File: src/slave_ctl_map.vh
// What this block does
// - xor select feeds channel 1 filter with xor of three channel pins
// - xor result serves trigger selection and input capture alike
// - reset mode on both-edge source restarts counter on any input toggle
// - channel 1 source select 11 captures count on combined trigger
// - channel 2 compare mode 111, source 00 gives pwm mode 2 output
// - master mode 101 puts channel 2 reference on master trigger out
// - channel 2 pulse after programmed delay leaves via master trigger out
// - preload and commutation select both set: trigger edge transfers control bits
// - reset mode trigger clears counter and prescaler, update if source low
// - slave modes 100 reset, 101 gated, 110 trigger; select 101 input1, 110 input2
// - reset trigger sets trigger flag, irq or dma request when enabled
// - counter control acts only after resynchronised trigger edges
// - polarity 0/0 rising, 1/0 falling or low; filter 0000 means none
// - gated mode counts while trigger level active and count run set
// - gated mode sets trigger flag at start and at stop
// - trigger mode edge starts the counter and sets trigger flag
// - external clock mode 2 combines with slave modes, ext pin clocks counter
// - ext filter 0000 none, prescale 00 none, polarity 0 rising, enable 1
// - clock mode 2 plus trigger: edge enables, ext rising edges then count
// - debug halt freezes counter when halt freeze select is set
// - trigger mode sets count run in hardware; other modes need software
`ifndef SLAVE_CTL_MAP_VH
`define SLAVE_CTL_MAP_VH
`define SMS_OFF      3'h0
`define SMS_RESET    3'h4
`define SMS_GATED    3'h5
`define SMS_TRIGGER  3'h6
`define TS_ED        3'h4
`define TS_IN1       3'h5
`define TS_IN2       3'h6
`define TS_EXT       3'h7
`define SRC_OUT      2'h0
`define SRC_COMBINED 2'h3
`define OCM_PWM2     3'h7
`define MMS_CH2REF   3'h5
`define MMS_UPDATE   3'h2
`define MMS_ENABLE   3'h1
`define CNT_RESET    16'h0000
`define ARR_RESET    16'hFFFF
`endif

File: src/timer_slave_mode_control.v
`timescale 1ns/10ps
`include "slave_ctl_map.vh"
module timer_slave_mode_control
(
    // clock and reset
    input  wire        clk,
    input  wire        reset,
    // pins
    input  wire        ch1_pin,
    input  wire        ch2_pin,
    input  wire        ch3_pin,
    input  wire        ext_trigger_pin,
    input  wire        core_halted,
    // configuration
    input  wire        input_xor_select,
    input  wire [3:0]  ch1_input_filter,
    input  wire        ch1_polarity,
    input  wire        ch1_polarity_comp,
    input  wire [3:0]  ch2_input_filter,
    input  wire        ch2_polarity,
    input  wire [1:0]  ch1_source_select,
    input  wire [1:0]  ch2_source_select,
    input  wire [2:0]  ch2_compare_mode,
    input  wire [15:0] ch2_compare,
    input  wire [15:0] auto_reload,
    input  wire [15:0] prescale,
    input  wire [2:0]  master_mode_select,
    input  wire [2:0]  slave_mode_select,
    input  wire [2:0]  trigger_select,
    input  wire        update_request_source,
    input  wire        trigger_irq_enable,
    input  wire        trigger_dma_enable,
    input  wire        compare_ctrl_preload,
    input  wire        commutation_update_select,
    input  wire [3:0]  ext_trigger_filter,
    input  wire [1:0]  ext_trigger_prescale,
    input  wire        ext_trigger_polarity,
    input  wire        ext_clock2_enable,
    input  wire        halt_freeze_select,
    // software strobes
    input  wire        count_run_set,
    input  wire        count_run_clear,
    input  wire        trigger_flag_clear,
    // status
    output reg  [15:0] count_q,
    output reg  [15:0] ch1_capture_q,
    output reg         ch1_capture_flag_q,
    output reg         count_run_q,
    output reg         trigger_flag_q,
    output reg         trigger_irq_q,
    output reg         trigger_dma_q,
    output reg         update_event_q,
    output reg         commutation_q,
    output reg         ch2_reference_out_q,
    output reg         master_trigger_out_q
);

    reg  [1:0]  s1_q;
    reg  [1:0]  s2_q;
    reg  [1:0]  s3_q;
    reg  [1:0]  se_q;
    reg  [3:0]  f1_cnt_q;
    reg  [3:0]  f2_cnt_q;
    reg  [3:0]  fe_cnt_q;
    reg         f1_q;
    reg         f2_q;
    reg         fe_q;
    reg         f1_prev_q;
    reg         f2_prev_q;
    reg         fe_prev_q;
    reg         trig_prev_q;
    reg  [1:0]  ext_div_q;
    reg  [15:0] psc_q;
    reg  [15:0] arr_q;
    reg  [15:0] cmp_q;

    // two flop resynchronisation of the channel and ext trigger pins
    always @(posedge clk)
    begin
        if (reset)
        begin
            s1_q <= 2'h0;
            s2_q <= 2'h0;
            s3_q <= 2'h0;
            se_q <= 2'h0;
        end
        else
        begin
            s1_q <= {s1_q[0], ch1_pin};
            s2_q <= {s2_q[0], ch2_pin};
            s3_q <= {s3_q[0], ch3_pin};
            se_q <= {se_q[0], ext_trigger_pin};
        end
    end

    wire in1_raw = input_xor_select ? (s1_q[1] ^ s2_q[1] ^ s3_q[1]) : s1_q[1];

    // digital filter: level must hold for n + 1 samples; n = 0 passes at once
    function [4:0] filt;
        input [3:0] n;
        input [3:0] cnt;
        input       raw;
        input       cur;
        begin
            if (raw == cur)
                filt = {cur, 4'h0};
            else if (cnt >= n)
                filt = {raw, 4'h0};
            else
                filt = {cur, cnt + 4'h1};
        end
    endfunction

    always @(posedge clk)
    begin
        if (reset)
        begin
            f1_q <= 1'b0;
            f2_q <= 1'b0;
            fe_q <= 1'b0;
            f1_cnt_q <= 4'h0;
            f2_cnt_q <= 4'h0;
            fe_cnt_q <= 4'h0;
            f1_prev_q <= 1'b0;
            f2_prev_q <= 1'b0;
            fe_prev_q <= 1'b0;
        end
        else
        begin
            {f1_q, f1_cnt_q} <= filt(ch1_input_filter, f1_cnt_q, in1_raw, f1_q);
            {f2_q, f2_cnt_q} <= filt(ch2_input_filter, f2_cnt_q, s2_q[1], f2_q);
            {fe_q, fe_cnt_q} <= filt(ext_trigger_filter, fe_cnt_q, se_q[1], fe_q);
            f1_prev_q <= f1_q;
            f2_prev_q <= f2_q;
            fe_prev_q <= fe_q;
        end
    end

    // polarity: 0 keeps the level, 1 inverts it
    function pol;
        input lvl;
        input inv;
        begin
            pol = lvl ^ inv;
        end
    endfunction

    // rising edge of a polarity corrected level
    function rise;
        input cur;
        input prev;
        begin
            rise = cur & ~prev;
        end
    endfunction

    // polarity: 0 rising/high, 1 falling/low
    wire in1_fp = pol(f1_q, ch1_polarity);
    wire in1_prev_fp = pol(f1_prev_q, ch1_polarity);
    wire in2_fp = pol(f2_q, ch2_polarity);
    wire in2_prev_fp = pol(f2_prev_q, ch2_polarity);
    wire ext_fp = pol(fe_q, ext_trigger_polarity);
    wire ext_prev_fp = pol(fe_prev_q, ext_trigger_polarity);
    wire both_edge = f1_q ^ f1_prev_q;

    reg trig_level;
    reg trig_edge;
    always @*
    begin
        trig_level = 1'b0;
        trig_edge = 1'b0;
        case (trigger_select)
            `TS_ED:
            begin
                trig_level = both_edge;
                trig_edge = both_edge;
            end
            `TS_IN1:
            begin
                trig_level = in1_fp;
                trig_edge = rise(in1_fp, in1_prev_fp);
            end
            `TS_IN2:
            begin
                trig_level = in2_fp;
                trig_edge = rise(in2_fp, in2_prev_fp);
            end
            `TS_EXT:
            begin
                trig_level = ext_fp;
                trig_edge = rise(ext_fp, ext_prev_fp);
            end
            default:
            begin
                trig_level = 1'b0;
                trig_edge = 1'b0;
            end
        endcase
    end

    // external clock mode 2 tick, optionally divided by 2 or 4
    wire ext_rise = rise(ext_fp, ext_prev_fp);
    reg ext_tick;
    always @*
    begin
        case (ext_trigger_prescale)
            2'h0: ext_tick = ext_rise;
            2'h1: ext_tick = ext_rise & ext_div_q[0];
            2'h2: ext_tick = ext_rise & (&ext_div_q);
            default: ext_tick = ext_rise & (&ext_div_q);
        endcase
    end

    wire is_reset = (slave_mode_select == `SMS_RESET);
    wire is_gated = (slave_mode_select == `SMS_GATED);
    wire is_trig = (slave_mode_select == `SMS_TRIGGER);
    wire slave_hit = is_reset & trig_edge;
    wire gate_open = is_gated ? trig_level : 1'b1;
    wire gate_turn = is_gated & (trig_level != trig_prev_q) & count_run_q;
    wire frozen = core_halted & halt_freeze_select;
    wire cnt_en = count_run_q & gate_open & ~frozen;
    wire base_tick = ext_clock2_enable ? ext_tick : 1'b1;
    wire psc_done = (psc_q == prescale);
    wire cnt_tick = cnt_en & base_tick & psc_done;
    wire overflow = cnt_tick & (count_q == arr_q);
    wire upd = overflow | (slave_hit & ~update_request_source);
    wire trig_evt = slave_hit | gate_turn | (is_trig & trig_edge);

    always @(posedge clk)
    begin
        if (reset)
        begin
            count_q <= `CNT_RESET;
            psc_q <= 16'h0000;
            arr_q <= `ARR_RESET;
            cmp_q <= 16'h0000;
            ext_div_q <= 2'h0;
            count_run_q <= 1'b0;
            trig_prev_q <= 1'b0;
            trigger_flag_q <= 1'b0;
            trigger_irq_q <= 1'b0;
            trigger_dma_q <= 1'b0;
            update_event_q <= 1'b0;
            commutation_q <= 1'b0;
            ch1_capture_q <= 16'h0000;
            ch1_capture_flag_q <= 1'b0;
            ch2_reference_out_q <= 1'b0;
            master_trigger_out_q <= 1'b0;
        end
        else
        begin
            trig_prev_q <= trig_level;
            if (ext_rise)
                ext_div_q <= ext_div_q + 2'h1;
            if (is_trig & trig_edge)
                count_run_q <= 1'b1;
            else if (count_run_clear)
                count_run_q <= 1'b0;
            else if (count_run_set)
                count_run_q <= 1'b1;
            if (slave_hit)
            begin
                count_q <= `CNT_RESET;
                psc_q <= 16'h0000;
            end
            else if (cnt_en & base_tick)
            begin
                psc_q <= psc_done ? 16'h0000 : psc_q + 16'h0001;
                if (psc_done)
                    count_q <= (count_q == arr_q) ? `CNT_RESET : count_q + 16'h0001;
            end
            if (upd)
            begin
                arr_q <= auto_reload;
                cmp_q <= ch2_compare;
            end
            update_event_q <= upd;
            // set wins over software clear
            if (trig_evt)
                trigger_flag_q <= 1'b1;
            else if (trigger_flag_clear)
                trigger_flag_q <= 1'b0;
            trigger_irq_q <= trig_evt & trigger_irq_enable;
            trigger_dma_q <= trig_evt & trigger_dma_enable;
            commutation_q <= compare_ctrl_preload & commutation_update_select & trig_edge;
            if (trig_edge & (ch1_source_select == `SRC_COMBINED))
            begin
                ch1_capture_q <= count_q;
                ch1_capture_flag_q <= 1'b1;
            end
            else if (trigger_flag_clear)
                ch1_capture_flag_q <= 1'b0;
            // pwm mode 2: high once count reaches compare
            if ((ch2_source_select == `SRC_OUT) & (ch2_compare_mode == `OCM_PWM2))
                ch2_reference_out_q <= (count_q >= cmp_q);
            else
                ch2_reference_out_q <= 1'b0;
            case (master_mode_select)
                `MMS_CH2REF: master_trigger_out_q <= ch2_reference_out_q;
                `MMS_UPDATE: master_trigger_out_q <= upd;
                `MMS_ENABLE: master_trigger_out_q <= cnt_en;
                default: master_trigger_out_q <= 1'b0;
            endcase
        end
    end

endmodule // timer_slave_mode_control

File: config.mk
export PLATFORM = sky130hd
export DESIGN_NAME = timer_slave_mode_control
export DESIGN_NICKNAME = d
export VERILOG_FILES = /design/src/timer_slave_mode_control.v
export VERILOG_INCLUDE_DIRS = /design/src /design/src/src
export SDC_FILE = /design/constraint.sdc
export NUM_CORES = 1
export LEC_CHECK = 0
export BUFFER_PORTS_ARGS = -buffer_cell sky130_fd_sc_hd__buf_2
export CAP_MARGIN = 10
export CORE_ASPECT_RATIO = 0.75
export CORE_MARGIN = 2
export CORE_UTILIZATION = 40
export CTS_BUF_LIST = sky130_fd_sc_hd__clkbuf_4 sky130_fd_sc_hd__clkbuf_8
export DETAILED_ROUTE_END_ITERATION = 8
export PLACE_DENSITY = 0.68
export RECOVER_POWER = 25
export SLEW_MARGIN = 20
export SYNTH_ARGS = -nofsm -noshare
export SYNTH_HDL_FRONTEND = slang
export SYNTH_SLANG_ARGS = --single-unit
File: constraint.sdc
create_clock -name clk -period 2.6 [get_ports clk]
set_clock_uncertainty 0.2 [all_clocks]
set_input_delay 0.26 -clock clk [delete_from_list [all_inputs] [get_ports clk]]
set_output_delay 0.26 -clock clk [all_outputs]
set_load 0.1 [all_outputs]
* After elaboration in Yosys (flattened, before gate mapping)
Cells that the tools add are included.
** Storage, ports and cells
- Output and inout bits :: 41
- Bits of input ports :: 100
- Bits in registers :: 118
- Logic and storage cells :: 131
** Operators by class
- Bitwise gates (word level) :: 43
- Reduce and logical (&&, ||, !) cells :: 15
- Equality and inequality tests :: 19
- Multiplexer cells :: 15
- $lt $le $gt $ge :: 4
- Add/sub/neg operators :: 6
** Operators with widths (number)
- $add 16x1->16 const B :: 2
- $eq 16x16->1 :: 2
- $mux 16 :: 2
- $eq 3x3->1 const B :: 9
- $and 1x1->1 :: 22
- $ge 16x16->1 :: 1
- $add 4x1->4 const B :: 3
- $ge 4x4->1 :: 3
- $reduce_and 2->1 :: 5
- $mux 1 :: 9
- $not 1->1 :: 9
- $reduce_or 3->1 :: 3
- $xor 1x1->1 :: 9
- $pmux 1 s4 :: 2
- $logic_not 2->1 :: 2
- $reduce_bool 2->1 :: 2
- $reduce_or 2->1 :: 2
- $eq 1x1->1 :: 3
- $eq 3x1->1 const B :: 1
- $eq 3x2->1 const B :: 1
- $or 1x1->1 :: 3
- $pmux 1 s3 :: 1
- $reduce_bool 3->1 :: 1
- $add 2x1->2 const B :: 1
- 4 further kinds :: 4

* Logic depth before layout (Yosys ltp)
Gate-level depths: netlist of run 1.
- Depth after elaboration :: 11
- Gate-level depth with buffers :: 9
- Mapped depth without buffers :: 8

* Least setup slack after synthesis of run 1
No wires, ideal clock.
- Kind :: reg2reg
- Start :: reg count_q[2]
- End :: reg arr_q[0]
- Library setup time :: 0.120 ns
- Data required time :: 2.280 ns
- Period minus slack after synthesis :: 2.721 ns
- Stages on the path, launching flop included :: 10
- Arrival time :: 2.401 ns
- Buffers on the path :: 3
- Setup slack :: -0.121 ns
- Path through :: dfxtp_1 clkbuf_1 xnor2_1 nand4_1 nor4_1 nand4_1 a21boi_1 buf_6 buf_6 mux2i_1
** Between the ends
- Word-level cells in the longest chain between the ends :: 3
** RTL lines
- start, declared :: line timer_slave_mode_control.v:45 : output reg [15:0] count_q,
- start signal, assigned :: line timer_slave_mode_control.v:233 : count_q <= `CNT_RESET;
- start signal, assigned :: line timer_slave_mode_control.v:263 : count_q <= `CNT_RESET;
- start signal, assigned :: line timer_slave_mode_control.v:270 : count_q <= (count_q == arr_q) ? `CNT_RESET : count_q + 16'h0001;
- $eq 16x16->1 :: line timer_slave_mode_control.v:225 : wire overflow = cnt_tick & (count_q == arr_q);
- $and 1x1->1 :: line timer_slave_mode_control.v:225
- $or 1x1->1 :: line timer_slave_mode_control.v:226 : wire upd = overflow | (slave_hit & ~update_request_source);
- end signal, assigned :: line timer_slave_mode_control.v:235 : arr_q <= `ARR_RESET;
- end signal, assigned :: line timer_slave_mode_control.v:274 : arr_q <= auto_reload;
- end, declared :: line timer_slave_mode_control.v:74 : reg [15:0] arr_q;
No other way between the ends.
A chain may end at the register's enable or synchronous reset.

* Final worst setup path of run 1
- Start :: reg f1_q
- End :: reg cmp_q[11]
** Between the ends
- Word-level cells in the longest chain between the ends :: 9
- Elaborated cells between the ends (all ways) :: 14
- Those cells by class :: mux (3); bitwise (11)
** RTL lines
- start, declared :: line timer_slave_mode_control.v:65 : reg f1_q;
- start signal, assigned :: line timer_slave_mode_control.v:130 : {f1_q, f1_cnt_q} <= filt(ch1_input_filter, f1_cnt_q, in1_raw, f1_q);
- $xor 1x1->1 (on tied branches) :: line timer_slave_mode_control.v:144, timer_slave_mode_control.v:164
- $pmux 1 s4 :: line timer_slave_mode_control.v:172 : case (trigger_select)
- $mux 1 :: line timer_slave_mode_control.v:218 : wire gate_open = is_gated ? trig_level : 1'b1;
- $and 1x1->1 (2 in series) :: line timer_slave_mode_control.v:221 : wire cnt_en = count_run_q & gate_open & ~frozen;
- $and 1x1->1 (2 in series) :: line timer_slave_mode_control.v:224 : wire cnt_tick = cnt_en & base_tick & psc_done;
- $and 1x1->1 :: line timer_slave_mode_control.v:225
- $or 1x1->1 (*) :: line timer_slave_mode_control.v:226
- end signal, assigned :: line timer_slave_mode_control.v:275 : cmp_q <= ch2_compare;
- end, declared :: line timer_slave_mode_control.v:75 : reg [15:0] cmp_q;
Mark *: on every way between the ends. The rest lies on a longest branch, timed or not.

==> results.py, run 1 <==
metrics = {
    "final_layout": {
        "finalNonFillerCells": 1096,
        "syn2layout_area_growth_pct": 31.7,
        "antenna_cells": 0,
        "final_cell_mix": "dfxtp_1 (113), buf_2 (113), nor2_1 (105), mux2i_1 (54)",
        "nets": 1013,
        "drive_above_1_share_pct": 22.1,
    },
    "cts": {
        "cts.sinks": 118,
        "cts_buffer_depth": 2,
        "insertion_delay_ns": 0.44,
        "cts_max_level": 4,
        "post_cts_buffers": 0,
        "root_buffer": "clkbuf_8",
        "clk_pin_slew_ns": 0.08,
        "cts_tree": "yes",
        "cts_buffers": 17,
    },
    "place": {
        "hpwl_mm": 11.1,
        "port_buffers": 139,
        "post-place-ws_ns": 0.158,
        "post-place-cells": 1017,
        "place_congestion": 0.783,
    },
    "floorplanning": {
        "fp.dieArea_mm2": 0.0164,
        "start_util_pct": 40.7,
        "die_h_um": 112,
        "ios": 141,
        "fp-row-count": 39,
        "die_w_um": 147,
        "core_mm2": 0.0152,
    },
    "power": {
        "intPower_mw": 3.24,
        "combPwrFrac_pct": 8.7,
        "leakagePower_nw": 3.60,
        "power_frac_seq_pct": 44.1,
        "clockPowerShare_pct": 47.2,
        "power.density_mw_per_mm2": 512,
        "p_sw_share_pct": 22.2,
        "power_switching_mw": 0.922,
        "max-vdd-ir-drop_mv": 0.249,
    },
    "global_routing": {
        "grt_pass1_vias": 4974,
        "antenna_found_initial": 0,
        "grt_pass1_wl_mm": 25.5,
        "overflow": 0,
        "grtUsageTotal_pct": 19.7,
        "grt_max_degree": 69,
    },
    "synth": {
        "yosysTopAreaCell": "dfxtp_1",
        "synth_nets": 810,
        "synth_area_mm2": 0.00617,
        "ys_types": 50,
        "synth_async_sr_flop_share_pct": 0,
        "ys_ff_latch": 118,
        "synth.top_cell.area_share_pct": 38.3,
        "syn_avg_cell_area_um2": 9.13,
        "synthFlopType": "dfxtp_1",
        "synth_edf_count": 0,
        "ys_warn_count": 0,
        "synth_seq_area_share_pct": 38.3,
        "synthCells": 676,
        "yosys-top-cells-area": "dfxtp_1 (38%), mux2i_1 (8.8%), ha_1 (6.9%), xnor2_1 (6.8%), nor2_1 (6.4%)",
    },
    "sta": {
        "setup_tns_ns": 0,
        "hold_ws_ns": 0.0560,
        "relSlewSlack_pct": 19.5,
        "setup_slack_ns": 0.146,
        "rsz0062_at_grt": "no",
        "drv_slew": 0,
        "period_needed_ns": 2.45,
        "finalSetupViolCount": 0,
        "fmax_mhz": 407,
        "min_period_over_period_pct": 94.4,
        "worstMarginPinSlew_ns": 1.21,
        "hold_viol": 0,
    },
    "drt": {
        "drt-pass1-iter-count": 4,
        "vias_per_cell": 4.78,
        "drtIter0Drc": 256,
        "drc": 0,
        "postRouteAntennaNets": 0,
        "wl_per_cell_um": 14.3,
        "vias": 5239,
        "finalWirelength_mm": 15.7,
    },
    "worst_setup_path": {
        "crit_type": "flop to flop",
        "path_max_fanout": 17,
        "cp_slowest_cell": "dfxtp_1",
        "required_ns": 2.76,
        "cpMostUsedCell": "buf_4",
        "start_kind": "flop",
        "endpoint_kind": "flop",
        "cpPeakStageDelay_ns": 0.44,
        "worstPathCellList": "buf_4 > and3b_1 > o21ai_0 > a32oi_2 > and3_1 > a21boi_4 > buf_4 > mux2i_1",
        "crit_arrival_ns": 2.62,
    },
    "run": {
        "maxCapViolCount": 0,
    },
    "worst_hold_path": {
        "hp-class": "input pin to flop",
    },
    "status": {
        "status": "finished clean",
    },
}
## cells by family (layout without fill, tap and decap cells)
family / after synthesis / in the layout / share of synthesized area [%]
AOI/OAI and AO/OA: 50 / 50 / 5.60
buffers and inverters: 65 / 280 / 4.93
adders and majority gates: 34 / 34 / 6.90
and+or+nand+nor: 280 / 280 / 24.8
xor gates and xnor gates: 74 / 74 / 10.5
DFF: 118 / 118 / 38.3
muxes: 55 / 55 / 8.98
## critical path, delay by kind of cell (launching register included)
family	cells	cell delay [ns]
AO/OA/AOI/OAI	3	0.54
AND/OR/NAND/NOR	2	0.45
multiplexers	1	0.25
flip-flops	1	0.44
buffers and inverters	2	0.50
## final cells by class
class	instances	area (um^2)
inverters	35	131
fillers	1367	7050
clock buffers	22	290
repair buffers	214	1380
well taps	205	256
flip-flops and latches	118	2370
multi-input cells	493	3520
clock inverters	9	173
## final timing paths
| check | depth (start not counted) | end | slack [ns] | from |
|---|---|---|---|---|
| max | 8 | cmp_q[11]$_SDFFE_PP0P_ | 0.15 | f1_q$_SDFFE_PP0P_ |
| min reg2reg | 1 | s2_q[1]$_SDFF_PP0_ | 0.24 | s2_q[0]$_SDFF_PP0_ |
| min | 5 | ch2_reference_out_q$_SDFF_PP0_ | 0.06 | ch2_compare_mode[0] |
| max reg2reg | 8 | cmp_q[11]$_SDFFE_PP0P_ | 0.15 | f1_q$_SDFFE_PP0P_ |
## power groups by stage
| stage | registers, mW | clock network, mW | logic, mW |
|---|---|---|---|
| global route | 1.84 | 2.09 | 0.396 |
| global placement | 1.88 | 0 | 0.301 |
| finish | 1.84 | 1.96 | 0.361 |
| CTS | 1.84 | 2.00 | 0.361 |
| detailed placement | 1.88 | 0 | 0.303 |
| floorplan | 1.89 | 0 | 0.158 |
## per-layer routing
layer | part of all wire (%) | GRT usage, % | wire length, um
met2 | 42 | 28.6 | 6540
met3 | 5.6 | 5.04 | 887
met1 | 52 | 28.8 | 8100
met5 | 0 | 0 | 0
met4 | 1.1 | 5.71 | 178
## synth_stat cells, drive strengths merged, types with 2 or more instances
| master | count |
|---|---|
| dfxtp | 118 |
| nor2 | 105 |
| mux2i | 55 |
| xnor2 | 48 |
| nand2b | 37 |
| inv | 35 |
| ha | 34 |
| xor2 | 26 |
| nand3 | 20 |
| clkbuf | 18 |
| nand4 | 18 |
| a21oi | 17 |
| nand2 | 16 |
| nor2b | 16 |
| nor4 | 16 |
| nor3 | 14 |
| buf | 12 |
| a21o | 11 |
| o21ai | 9 |
| and3 | 8 |
| nor3b | 7 |
| and2 | 5 |
| and4 | 4 |
| and3b | 3 |
| nand3b | 3 |
| or3 | 3 |
| a41oi | 2 |
| o211ai | 2 |
| o311ai | 2 |
## registers in the layout, summed over array words and instances, names as in the netlist, 2 cells and up
name and flops:
arr_q 16, ch1_capture_q 16, cmp_q 16, count_q 16
ext_div_q 2, f1_cnt_q 4, f2_cnt_q 4, fe_cnt_q 4
psc_q 16, s1_q 2, s2_q 2, s3_q 2
se_q 2
## metrics by stage
stage / area, um^2 / util [%] / power [mW]
after global placement: 7220 / 47.6 / 2.18
after detailed placement: 7220 / 47.6 / 2.18
after global routing: 8120 / 53.5 / 4.32
after CTS: 8170 / 53.8 / 4.20
after floorplan: 6180 / - / 2.05
final: 8120 / 53.5 / 4.16
## repair_timing
action                                 in CTS  in global routing
setup endpoints to repair                   0                 19
hold buffers                               48                  0
endpoints found under the hold margin      44                  0
resized for setup                           0                  1
No activity file was read; power rests on OpenSTA's default activity.
==> run 2: changes to the inputs <==
--- a/config.mk
+++ b/config.mk
@@ -11,7 +11,7 @@
 export CORE_ASPECT_RATIO = 0.75
 export CORE_MARGIN = 2
 export CORE_UTILIZATION = 40
-export CTS_BUF_LIST = sky130_fd_sc_hd__clkbuf_4 sky130_fd_sc_hd__clkbuf_8
+export CTS_BUF_LIST = sky130_fd_sc_hd__clkbuf_4 sky130_fd_sc_hd__clkbuf_8 sky130_fd_sc_hd__clkbuf_16
 export DETAILED_ROUTE_END_ITERATION = 8
 export PLACE_DENSITY = 0.68
 export RECOVER_POWER = 25
==> run 2 against run 1 <==
  * Total power is 15% higher
  * Maximum frequency decreased by 0.36%
  * Register-to-register slack about the same
  * Final cell count is the same
  * Worst hold slack improved by 0.033 ns
  * Sequential share of layout area shrank 0.67 points
  * Final area increased by 2.4%
  * Global-route usage about the same
  * Critical endpoint is now cmp_q[6]$_SDFFE_PP0P_
==> results.py, run 2 (same netlist as run 1, synthesis figures left out) <==
metrics = {
    "worst_setup_path": {
        "crit_type": "input pin to flop",
        "endpoint_kind": "flop",
        "worst-r2r-cell-count": 7,
        "crit_arrival_ns": 2.59,
        "cpPeakStageDelay_ns": 0.54,
        "regToRegStartpoint": "psc_q[3]$_SDFFE_PP0P_",
        "required_ns": 2.73,
        "crit_start": "slave_mode_select[1]",
        "crit_family": "buffers and inverters",
        "start_kind": "input pin",
        "cp_slowest_cell": "dlygate4sd3_1",
        "path_max_fanout": 17,
        "worstPathCellList": "dlygate4sd3_1 > buf_2 > inv_1 > nand3_1 > o311a_2 > nand4_1 > a21boi_4 > buf_4 > mux2i_1",
        "crit_cells": 9,
        "path_buf_inv": 4,
    },
    "cts": {
        "cts_buffers": 17,
        "root_buffer": "clkbuf_16",
        "clk_pin_slew_ns": 0.05,
        "cts.sinks": 118,
        "insertion_delay_ns": 0.41,
        "cts_max_level": 4,
        "post_cts_buffers": 0,
        "cts_tree": "yes",
        "cts_buffer_depth": 2,
    },
    "worst_hold_path": {
        "hp-start": "ch2_compare_mode[0]",
        "hold_depth": 5,
        "hp-class": "input pin to flop",
    },
    "floorplanning": {
        "fp.dieArea_mm2": 0.0164,
        "die_w_um": 147,
        "ios": 141,
        "die_h_um": 112,
        "core_mm2": 0.0152,
        "start_util_pct": 40.7,
        "fp-row-count": 39,
    },
    "power": {
        "max-vdd-ir-drop_mv": 0.423,
        "intPower_mw": 3.80,
        "leakagePower_nw": 3.69,
        "clockPowerShare_pct": 54.2,
        "power_frac_seq_pct": 38.3,
        "power.density_mw_per_mm2": 577,
        "p_sw_share_pct": 20.8,
        "power_switching_mw": 0.999,
        "combPwrFrac_pct": 7.5,
    },
    "sta": {
        "worstMarginPinSlew_ns": 1.22,
        "relSlewSlack_pct": 18.9,
        "setup_tns_ns": 0,
        "rsz0062_at_grt": "no",
        "hold_viol": 0,
        "drv_slew": 0,
        "fmax_mhz": 406,
        "min_period_over_period_pct": 94.7,
        "finalSetupViolCount": 0,
        "hold_ws_ns": 0.0894,
        "period_needed_ns": 2.46,
    },
    "place": {
        "place_congestion": 0.783,
        "port_buffers": 139,
        "hpwl_mm": 11.1,
    },
    "drt": {
        "postRouteAntennaNets": 0,
        "vias_per_cell": 4.79,
        "drt-pass1-iter-count": 4,
        "finalWirelength_mm": 15.8,
        "drc": 0,
        "vias": 5249,
        "wl_per_cell_um": 14.4,
        "drtIter0Drc": 223,
    },
    "final_layout": {
        "register_area_mm2": 0.00237,
        "antenna_cells": 0,
        "multi_input_area_mm2": 0.00352,
        "final_cell_mix": "dfxtp_1 (113), buf_2 (113), nor2_1 (105), mux2i_1 (54)",
        "syn2layout_area_growth_pct": 34.8,
        "fillers": 1354,
        "nets": 1013,
        "drive_above_1_share_pct": 22.1,
    },
    "global_routing": {
        "overflow": 0,
        "grtUsageTotal_pct": 19.7,
        "antenna_found_initial": 0,
        "grt_pass1_vias": 4984,
        "grt_pass1_wl_mm": 25.6,
        "grt_max_degree": 69,
    },
    "status": {
        "status": "finished clean",
    },
    "run": {
        "maxCapViolCount": 0,
    },
}
-- run 2: cell counts in the layout (fill, tap and decap cells not counted) --
No cell type changed its count.
-- run 2: worst register-to-register path: cells and delay by family (launching register included) --
family,cells,cell delay (ns)
buffers and inverters,1,0.24
AND/OR/NAND/NOR,3,0.97
AO/OA/AOI/OAI,1,0.19
multiplexers,1,0.17
XOR/XNOR,1,0.18
flip-flops,1,0.37
-- run 2: area by class of cell --
type	count	share of cell area [%]
clock buffer	22	5.79
clock inverter	9	2.08
inverter	35	1.58
multi-input combinational	493	42.4
sequential	118	28.5
tap	205	3.08
timing repair buffer	214	16.6
-- run 2: through the flow --
stage | cells | power (mW) | setup WS (ns) | utilization (%) | cell area (um^2)
after floorplan | 676 | 2.05 | 0.0101 | - | 6180
after global placement | 1017 | 2.18 | 0.206 | 47.6 | 7220
after detailed placement | 1017 | 2.18 | 0.158 | 47.6 | 7220
after CTS | 1096 | 4.84 | 0.150 | 55.1 | 8360
after global routing | 1096 | 4.96 | 0.0262 | 54.8 | 8320
final | 1096 | 4.80 | 0.137 | 54.8 | 8320
-- run 2: power groups by stage --
stage / logic, mW / clock network, mW / registers, mW
2_1_floorplan: 0.158 / 0 / 1.89
3_3_place_gp: 0.301 / 0 / 1.88
3_5_place_dp: 0.303 / 0 / 1.88
4_1_cts: 0.360 / 2.64 / 1.84
5_1_grt: 0.395 / 2.73 / 1.84
6_report: 0.360 / 2.60 / 1.84
-- run 2: final timing paths --
kind | end | slack [ns]
hold reg to reg | s2_q[1]$_SDFF_PP0_ | 0.23
setup reg to reg | cmp_q[6]$_SDFFE_PP0P_ | 0.15
setup / recovery | cmp_q[6]$_SDFFE_PP0P_ | 0.14
hold / removal | ch2_reference_out_q$_SDFF_PP0_ | 0.09
-- run 2: routing by layer --
metal  routed length [um]  track usage, %
met5                    0               0
met4                  194            6.47
met3                  931            4.55
met2                 6570            28.7
met1                 8080            28.8
-- run 2: timing repair --
action,in CTS,in global routing
hold buffers,48,0
gates resized for setup,0,1
hold endpoints to repair,44,0
endpoints found under the setup margin,0,15
